<file path="config.mk">
export PLATFORM = sky130hd
export DESIGN_NAME = gpc_top
export DESIGN_NICKNAME = d
export VERILOG_FILES = /design/src/rtl/gpc_pkg.sv /design/src/rtl/gpc_top.sv /design/src/rtl/gpc_debounce.sv /design/src/rtl/gpc_apb_slave.sv
export SDC_FILE = /design/constraint.sdc
export NUM_CORES = 1
export LEC_CHECK = 0
export BUFFER_PORTS_ARGS = -buffer_cell sky130_fd_sc_hd__buf_2
export CAP_MARGIN = 20
export CORE_AREA = 2 2 160 162
export DETAILED_ROUTE_END_ITERATION = 8
export DIE_AREA = 0 0 162 164
export GPL_ROUTABILITY_DRIVEN = 0
export HOLD_SLACK_MARGIN = 0.06
export SKIP_CTS_REPAIR_TIMING = 1
export SLEW_MARGIN = 30
export SYNTH_ARGS = -nofsm -noshare
export SYNTH_HDL_FRONTEND = slang
export SYNTH_HIERARCHICAL = 1
export SYNTH_SLANG_ARGS = --single-unit
</file>
<file path="constraint.sdc">
create_clock -name clock -period 2.14 [get_ports clock]
set_input_delay 0.428 -clock clock [delete_from_list [all_inputs] [get_ports clock]]
set_output_delay 0.428 -clock clock [all_outputs]
set_load 0.03 [all_outputs]
</file>
<file path="src/rtl/gpc_pkg.sv">
package gpc_pkg;
    // pin count and register width
    localparam int NPIN  = 9;
    localparam int CFG_W = 8;

    // register indexes (byte address is four times the index)
    localparam logic [7:0] IDX_P53  = 8'hCB;
    localparam logic [7:0] IDX_P54  = 8'hCC;
    localparam logic [7:0] IDX_P60  = 8'hD0;
    localparam logic [7:0] IDX_P61  = 8'hD1;
    localparam logic [7:0] IDX_P62  = 8'hD2;
    localparam logic [7:0] IDX_P63  = 8'hD3;
    localparam logic [7:0] IDX_P64  = 8'hD4;
    localparam logic [7:0] IDX_P65  = 8'hD5;
    localparam logic [7:0] IDX_P66  = 8'hD6;
    localparam logic [7:0] IDX_GI2  = 8'hEF;
    localparam logic [7:0] IDX_DATA = 8'hF8;
    localparam logic [7:0] IDX_PIN  = 8'hF9;
    localparam logic [7:0] IDX_GST  = 8'hFA;

    // field positions
    localparam int B_DIR  = 0;
    localparam int B_POL  = 1;
    localparam int B_FSL  = 3;
    localparam int B_FSH  = 4;
    localparam int B_GRP  = 5;
    localparam int B_ODR  = 7;
    localparam int B_FILT = 3;
    localparam int B_MAPL = 4;
    localparam int B_MAPH = 7;

    // reset values and group write mask
    localparam logic [7:0] CFG_RST = 8'h01;
    localparam logic [7:0] GI2_RST = 8'h00;
    localparam logic [7:0] GI2_WMASK = 8'hF8;

    // function select codes
    localparam logic [1:0] FN_ALT  = 2'b00;
    localparam logic [1:0] FN_IRQ  = 2'b01;
    localparam logic [1:0] FN_GPIO = 2'b10;
    localparam logic [1:0] FN_EXT  = 2'b11;

    // group irq line map
    localparam logic [3:0] MAP_OFF = 4'h0;
    localparam logic [3:0] MAP_BAD = 4'h2;

    // debounce window
    localparam int DEB_NS  = 100;
    localparam int CLK_NS  = 10;
    localparam int DEB_CYC = (DEB_NS + CLK_NS - 1) / CLK_NS;
    localparam int DEB_W   = 4;

    typedef enum logic [1:0] {GPC_IDLE, GPC_ACCESS} gpc_apb_st_t;

    // per-pin peripheral signal bundle
    typedef struct packed {
        logic [NPIN-1:0] to_pin;
        logic [NPIN-1:0] to_pin_oe;
    } gpc_alt_t;

    // pin drive bundle
    typedef struct packed {
        logic [NPIN-1:0] o;
        logic [NPIN-1:0] oe;
    } gpc_pad_t;

    // cfg word index to byte address
    function automatic logic [11:0] gpc_addr(input logic [7:0] idx);
        return {2'b00, idx, 2'b00};
    endfunction
endpackage

</file>
<file path="src/rtl/gpc_top.sv">
`timescale 1ns/10ps
module gpc_top
    import gpc_pkg::*;
(
    input  wire logic             clock,      // 100 MHz clock
    input  wire logic             rstn,       // async reset, active low
    input  wire logic             psel,       // apb select
    input  wire logic             penable,    // apb enable
    input  wire logic             pwrite,     // apb direction
    input  wire logic [11:0]      paddr,      // apb byte address
    input  wire logic [31:0]      pwdata,     // apb write data
    output logic      [31:0]      prdata,     // apb read data
    output logic                  pready,     // apb ready
    output logic                  pslverr,    // apb error
    input  wire logic [NPIN-1:0]  pin_i,      // pad input levels
    output gpc_pad_t              pad,        // pad output and enable
    input  wire gpc_alt_t         alt_in,     // alternate function drive
    output logic [NPIN-1:0]       alt_out,    // polarity-adjusted pad level to peripherals
    output logic [NPIN-1:0]       alt_sel,    // pin in function 00
    output logic [NPIN-1:0]       irq_sel,    // pin routed to its host irq
    output logic [NPIN-1:0]       ext_sel,    // pin in function 11, except pin 6.5
    output logic [NPIN-1:0]       edge_irq,   // either-edge interrupt pulses
    output logic [15:0]           host_irq,   // group interrupt on host lines
    output logic                  grp_irq     // group interrupt level
);
    logic [CFG_W-1:0] cfg_reg  [NPIN];
    logic [CFG_W-1:0] cfg_next [NPIN];
    logic [CFG_W-1:0] gi2_reg, gi2_next;
    logic [NPIN-1:0]  dat_reg, dat_next;
    logic [NPIN-1:0]  pin_reg, pin_next;
    logic [NPIN-1:0]  sense;
    logic             wr_stb, rd_stb, grp_raw, grp_filt;
    logic [7:0]       idx;
    logic [3:0]       pidx;
    logic             hit_cfg;
    logic [31:0]      rdata_next, rdata_reg;
    logic             err_next, err_reg;
    gpc_pad_t         pad_next, pad_reg;
    logic [NPIN-1:0]  aout_next, aout_reg, asel_next, asel_reg;
    logic [NPIN-1:0]  isel_next, isel_reg, xsel_next, xsel_reg;
    logic [NPIN-1:0]  edge_next, edge_reg;
    logic [15:0]      hirq_next, hirq_reg;
    logic             girq_reg;

    // index to config slot; NPIN means no hit
    function automatic logic [3:0] slot(input logic [7:0] i);
        if (i == IDX_P53) begin
            return 4'd0;
        end else if (i == IDX_P54) begin
            return 4'd1;
        end else if (i >= IDX_P60 && i <= IDX_P66) begin
            return 4'(i - IDX_P60) + 4'd2;
        end else begin
            return 4'(NPIN);
        end
    endfunction

    gpc_apb_slave u_apb (
        .clock   (clock),
        .rstn    (rstn),
        .psel    (psel),
        .penable (penable),
        .pready  (pready),
        .wr_stb  (wr_stb),
        .rd_stb  (rd_stb)
    );

    gpc_debounce u_deb (
        .clock (clock),
        .rstn  (rstn),
        .din   (grp_raw),
        .dout  (grp_filt)
    );

    assign idx     = paddr[9:2];
    assign pidx    = slot(idx);
    assign hit_cfg = (pidx != 4'(NPIN)) && (paddr[1:0] == 2'b00);

    // polarity-adjusted sense of each pad
    always_comb begin
        for (int p = 0; p < NPIN; p++) begin
            sense[p] = pin_reg[p] ^ cfg_reg[p][B_POL];
        end
    end

    // register writes
    always_comb begin
        for (int p = 0; p < NPIN; p++) begin
            cfg_next[p] = cfg_reg[p];
        end
        gi2_next = gi2_reg;
        dat_next = dat_reg;
        if (wr_stb && pwrite) begin
            if (hit_cfg) begin
                cfg_next[pidx] = pwdata[CFG_W-1:0];
            end else if (paddr == gpc_addr(IDX_GI2)) begin
                gi2_next = pwdata[CFG_W-1:0] & GI2_WMASK;
            end else if (paddr == gpc_addr(IDX_DATA)) begin
                dat_next = pwdata[NPIN-1:0];
            end
        end
    end

    // register reads; unmapped gives zero and slave error
    always_comb begin
        rdata_next = rdata_reg;
        err_next   = 1'b0;
        if (rd_stb && !pwrite) begin
            rdata_next = '0;
            if (hit_cfg) begin
                rdata_next[CFG_W-1:0] = cfg_reg[pidx];
            end else if (paddr == gpc_addr(IDX_GI2)) begin
                rdata_next[CFG_W-1:0] = gi2_reg;
            end else if (paddr == gpc_addr(IDX_DATA)) begin
                rdata_next[NPIN-1:0] = dat_reg;
            end else if (paddr == gpc_addr(IDX_PIN)) begin
                rdata_next[NPIN-1:0] = sense;
            end else if (paddr == gpc_addr(IDX_GST)) begin
                rdata_next[0] = grp_raw;
                rdata_next[1] = girq_reg;
            end else begin
                err_next = 1'b1;
            end
        end
    end

    // pin routing and drive
    always_comb begin
        pad_next  = '0;
        aout_next = '0;
        asel_next = '0;
        isel_next = '0;
        xsel_next = '0;
        grp_raw   = 1'b0;
        for (int p = 0; p < NPIN; p++) begin
            logic [1:0] fn;
            logic       drv;
            logic       en;
            fn  = cfg_reg[p][B_FSH:B_FSL];
            drv = 1'b0;
            en  = 1'b0;
            aout_next[p] = sense[p];
            grp_raw = grp_raw | (cfg_reg[p][B_GRP] & sense[p]);
            case (fn)
                FN_GPIO: begin
                    drv = dat_reg[p] ^ cfg_reg[p][B_POL];
                    en  = !cfg_reg[p][B_DIR];
                end
                FN_ALT: begin
                    asel_next[p] = 1'b1;
                    drv = alt_in.to_pin[p] ^ cfg_reg[p][B_POL];
                    en  = alt_in.to_pin_oe[p] && !cfg_reg[p][B_DIR];
                end
                FN_IRQ: begin
                    isel_next[p] = 1'b1;
                end
                FN_EXT: begin
                    // pin 6.5 code 11 is reserved: routed nowhere
                    xsel_next[p] = (p != 7);
                    drv = alt_in.to_pin[p] ^ cfg_reg[p][B_POL];
                    en  = (p != 7) && alt_in.to_pin_oe[p] && !cfg_reg[p][B_DIR];
                end
                default: ;
            endcase
            if (cfg_reg[p][B_ODR]) begin
                pad_next.o[p]  = 1'b0;
                pad_next.oe[p] = en && !drv;
            end else begin
                pad_next.o[p]  = drv && en;
                pad_next.oe[p] = en;
            end
        end
    end

    // edge interrupts for pins 5.3 and 5.4 in function 11
    always_comb begin
        edge_next = '0;
        for (int p = 0; p < 2; p++) begin
            edge_next[p] = (cfg_reg[p][B_FSH:B_FSL] == FN_EXT) &&
                           (sense[p] != aout_reg[p]);
        end
    end

    // group interrupt to host line
    always_comb begin
        logic       lvl;
        logic [3:0] map;
        lvl = 1'b0;
        map = gi2_reg[B_MAPH:B_MAPL];
        hirq_next = '0;
        lvl = gi2_reg[B_FILT] ? grp_filt : grp_raw;
        if (map != MAP_OFF && map != MAP_BAD) begin
            hirq_next[map] = lvl;
        end
    end

    // state and output registers
    always_ff @(posedge clock or negedge rstn) begin
        if (!rstn) begin
            for (int p = 0; p < NPIN; p++) begin
                cfg_reg[p] <= CFG_RST;
            end
            gi2_reg   <= GI2_RST;
            dat_reg   <= '0;
            pin_reg   <= '0;
            rdata_reg <= '0;
            err_reg   <= 1'b0;
            pad_reg   <= '0;
            aout_reg  <= '0;
            asel_reg  <= '0;
            isel_reg  <= '0;
            xsel_reg  <= '0;
            edge_reg  <= '0;
            hirq_reg  <= '0;
            girq_reg  <= 1'b0;
        end else begin
            for (int p = 0; p < NPIN; p++) begin
                cfg_reg[p] <= cfg_next[p];
            end
            gi2_reg   <= gi2_next;
            dat_reg   <= dat_next;
            pin_reg   <= pin_next;
            rdata_reg <= rdata_next;
            err_reg   <= err_next;
            pad_reg   <= pad_next;
            aout_reg  <= aout_next;
            asel_reg  <= asel_next;
            isel_reg  <= isel_next;
            xsel_reg  <= xsel_next;
            edge_reg  <= edge_next;
            hirq_reg  <= hirq_next;
            girq_reg  <= gi2_reg[B_FILT] ? grp_filt : grp_raw;
        end
    end

    assign pin_next = pin_i;
    assign prdata   = rdata_reg;
    assign pslverr  = err_reg;
    assign pad      = pad_reg;
    assign alt_out  = aout_reg;
    assign alt_sel  = asel_reg;
    assign irq_sel  = isel_reg;
    assign ext_sel  = xsel_reg;
    assign edge_irq = edge_reg;
    assign host_irq = hirq_reg;
    assign grp_irq  = girq_reg;
endmodule

</file>
<file path="src/rtl/gpc_debounce.sv">
`timescale 1ns/10ps
module gpc_debounce
    import gpc_pkg::*;
(
    input  wire logic clock,   // system clock
    input  wire logic rstn,    // async reset
    input  wire logic din,     // raw level
    output logic      dout     // filtered level
);
    logic [DEB_W-1:0] cnt_reg, cnt_next;
    logic             out_reg, out_next;

    // level must hold DEB_CYC cycles before it passes
    always_comb begin
        cnt_next = cnt_reg;
        out_next = out_reg;
        if (din == out_reg) begin
            cnt_next = '0;
        end else if (cnt_reg == DEB_W'(DEB_CYC - 1)) begin
            cnt_next = '0;
            out_next = din;
        end else begin
            cnt_next = cnt_reg + DEB_W'(1);
        end
    end

    // state registers
    always_ff @(posedge clock or negedge rstn) begin
        if (!rstn) begin
            cnt_reg <= '0;
            out_reg <= 1'b0;
        end else begin
            cnt_reg <= cnt_next;
            out_reg <= out_next;
        end
    end

    assign dout = out_reg;
endmodule

</file>
<file path="src/rtl/gpc_apb_slave.sv">
`timescale 1ns/10ps
module gpc_apb_slave
    import gpc_pkg::*;
(
    input  wire logic        clock,    // system clock
    input  wire logic        rstn,     // async reset
    input  wire logic        psel,     // apb select
    input  wire logic        penable,  // apb enable
    output logic             pready,   // apb ready
    output logic             wr_stb,   // one-cycle write strobe
    output logic             rd_stb    // one-cycle read strobe
);
    gpc_apb_st_t st_reg, st_next;
    logic        rdy_reg, rdy_next;

    // setup then one wait cycle, answer on second access cycle edge
    always_comb begin
        st_next  = st_reg;
        rdy_next = 1'b0;
        case (st_reg)
            GPC_IDLE: begin
                if (psel && penable && !rdy_reg) begin
                    st_next  = GPC_ACCESS;
                    rdy_next = 1'b1;
                end
            end
            GPC_ACCESS: begin
                st_next = GPC_IDLE;
            end
            default: st_next = GPC_IDLE;
        endcase
    end

    // state registers
    always_ff @(posedge clock or negedge rstn) begin
        if (!rstn) begin
            st_reg  <= GPC_IDLE;
            rdy_reg <= 1'b0;
        end else begin
            st_reg  <= st_next;
            rdy_reg <= rdy_next;
        end
    end

    assign pready = rdy_reg;
    assign wr_stb = rdy_reg && psel && penable;
    // read data is captured on the edge that raises ready, so it stands with it
    assign rd_stb = (st_reg == GPC_IDLE) && psel && penable && !rdy_reg;
endmodule

</file>
==> impl_results.md <==
- Layout area overhead: 28.3%
- CP max FO: 10
- Final period util: between 90% and 100%
- Via count: 5901
- Vias in the first global route: 5918
- CP endpoint: cfg_reg[50]$_DFFE_PN0P_
- Final hold violations: 0
- Clock Power Share: approximately 42%
- Via-to-Cell Ratio: roughly 4.8
- Sequential area share after synthesis: 53.9%
- # fillers: around 2300
- Clk slew on worst S/H paths: roughly 80 ps
- Fmax: 0.481 GHz
- Top-count cell post-synth: dfrtp_1
- Pleak: 5.42 nW
- CTS buffer count: 17
- Slew Viols, Final: 0
- Die W: between 150 and 200 µm
- Hold wc startpoint: pin_i[4]
- Worst-path cell chain: buf_2 > or3b_1 > a21o_1 > a221o_2 > nor4_4 > buf_6 > mux2_2
- Die footprint: approximately 0.027 mm²
- WS Path Type: in2reg
- Reg2Reg Depth: 6
- Critical Path Start: paddr[3]
- Antenna violations before repair: 0
- WL final: around 23 mm
- Cell taking the most area after synthesis: dfrtp_1
- Origin of the critical flop-to-flop path: cfg_reg[17]$_DFFE_PN0P_
- Clock Skews: roughly 13 ps
- DR WL/cell: 18.4 µm
- Post-Synthesis Cell Area: approximately 0.0086 mm²
- First-pass iteration count of the detailed router: 5
- Setup violators final: 0
- Initial DRC count: 370
- DRC Markers: 0
- Row Count: 58
- Post-synth ARST share: between 90% and 100%
- R2R setup slack: 130 ps
- Share of cells above drive strength 1: 43.6%
- Die Y: 164 µm
- Synth cell types: 64
- Clk root buf: clkbuf_16
- Power Internal: about 5.3 mW
- Synth top area share: between 50% and 60%
- Clk_lat worst skew: around 440 ps
- Antenna-violating nets left: 0
- Combinational share of power: under 10%
- Number of synthesized flops with an enable pin: 0
- Peak per-stage delay on the critical path: 460 ps
- Critical Path RT: between 2000 and 2500 ps
- Startpoint types: primary input
- Top cells by count, synth: dfrtp_1, mux2_2, ha_1, inv_1, buf_4
- Total track usage: around 18%
- RSZ-0062 raised after global routing: false
- Kind of end point of the critical path: flip-flop
- CTS Sinks: between 150 and 200
- Slowest CP cell: a221o_2
- Worst vdd ir: just under 400 µV
- Switch Pwr: about 2 mW
- Largest net degree at the start of global routing: 45
- Setup TNS: 0 ps
- GRT overflow: 0
- Switching Fraction: between 20 and 30%
- Hold Crit Class: in2reg
- Reg2reg end: host_irq[4]$_DFF_PN0_
- Clock tree buffer depth: 2
- HPWL after detailed placement: about 17 mm
- Status: complete, no violations
- Final worst slack: between 60 and 70 ps
- Max cap viols: 0
- Max FFs per register: 72
- First-pass GRT wire length: between 30 and 40 mm
- Worst slack, placed: -436 ps
- CTS tree: done
- YS warnings: 6
- Seq pwr share: roughly half
- Synth Area per Inst: 13.1 µm²
- Number of port buffers: 135
- Initial Utilization: 34.5%
- Fin crit period: between 2000 and 2500 ps
- Synth Instances: roughly 660
- Prevailing post-synth register cell: dfrtp_1
- H-tree depth: 4
- Pwr dens: roughly 670 mW/mm²
- WP data arrival: around 2400 ps
- Final layout net count: roughly 1000
- Io pins: between 150 and 200
- Synthesized flop and latch total: ~180
- Synth area leaders: dfrtp_1, mux2_2, ha_1
- Core area: 0.0248 mm²
cells by family (layout without fill, tap and decap cells):
group	after synthesis	count (layout)	synth area share, %
buffers and inverters	86	296	5.35
muxes	111	111	16.4
other	1	34	0.0438
AOI/OAI and AO/OA	79	79	6.74
xor gates and xnor gates	24	24	2.46
DFF	184	184	53.9
adders and majority gates	38	38	5.55
and+or+nand+nor	132	132	9.56
worst max-delay path: cells and delay by family:
family	cells	cell delay, ps
compound gates	2	700
buf+inv	2	320
mux	1	330
simple gates	2	610
per-stage QoR:
step	hold WS, ps	total power, mW	std cells	cell area [µm²]	utilization [%]
after CTS	-79.6	7.42	1226	10900	43.9
final	84.9	7.33	1228	11000	44.2
after floorplan	132	4.00	687	8740	-
after detailed placement	396	4.28	1194	10300	41.5
after global placement	399	4.28	1194	10300	41.5
after global routing	72.8	7.64	1227	11000	44.2
power groups by stage:
stage	Sequential, mW	Combinational [mW]	Clock (mW)
finish	3.56	0.656	3.11
detailed placement	3.63	0.652	0
global route	3.57	0.710	3.36
global placement	3.63	0.651	0
CTS	3.56	0.654	3.21
floorplan	3.72	0.280	0
metal layers:
layer  GRT usage, %  share of wire [%]  vias up
met1           23.7                 45     2940
li1               -                  -     2766
met5              0                  0        -
met4           6.60                2.2        0
met3           3.84                5.3       29
met2           28.1                 48      166
cell type report:
cell class / instances / area (µm²) / area share [%]
Clock inverter: 14 / 155 / 1.41
Multi-Input combinational cell: 417 / 3720 / 33.9
Inverter: 34 / 128 / 1.16
Tap cell: 330 / 413 / 3.76
Sequential cell: 184 / 4620 / 42.0
Clock buffer: 18 / 429 / 3.91
Timing Repair Buffer: 230 / 1510 / 13.8
Antenna cell: 1 / 2.50 / 0.0228
how the worst min path moves through the flow:
stage,endpoint,depth (start not counted),slack (ps)
global placement,host_irq[2]$_DFF_PN0_,1,400
finish,pin_reg[4]$_DFF_PN0_,1,80
CTS,host_irq[10]$_DFF_PN0_,1,-80
global route,pin_reg[6]$_DFF_PN0_,1,70
floorplan,alt_out[0]$_DFF_PN0_,0,130
detailed placement,host_irq[2]$_DFF_PN0_,1,400
layout by cell type (no fill, tap or decap), types with 17 or more instances in the layout:
cell       synthesis  routed
dfrtp_1          175     175
buf_2              3     134
mux2_2            85      84
buf_4             31      84
ha_1              38      37
inv_1             34      34
conb_1             1      33
nand2_1           30      28
nor2_1            20      20
clkbuf_16          0      17
No activity file was read; power rests on OpenSTA's default activity.
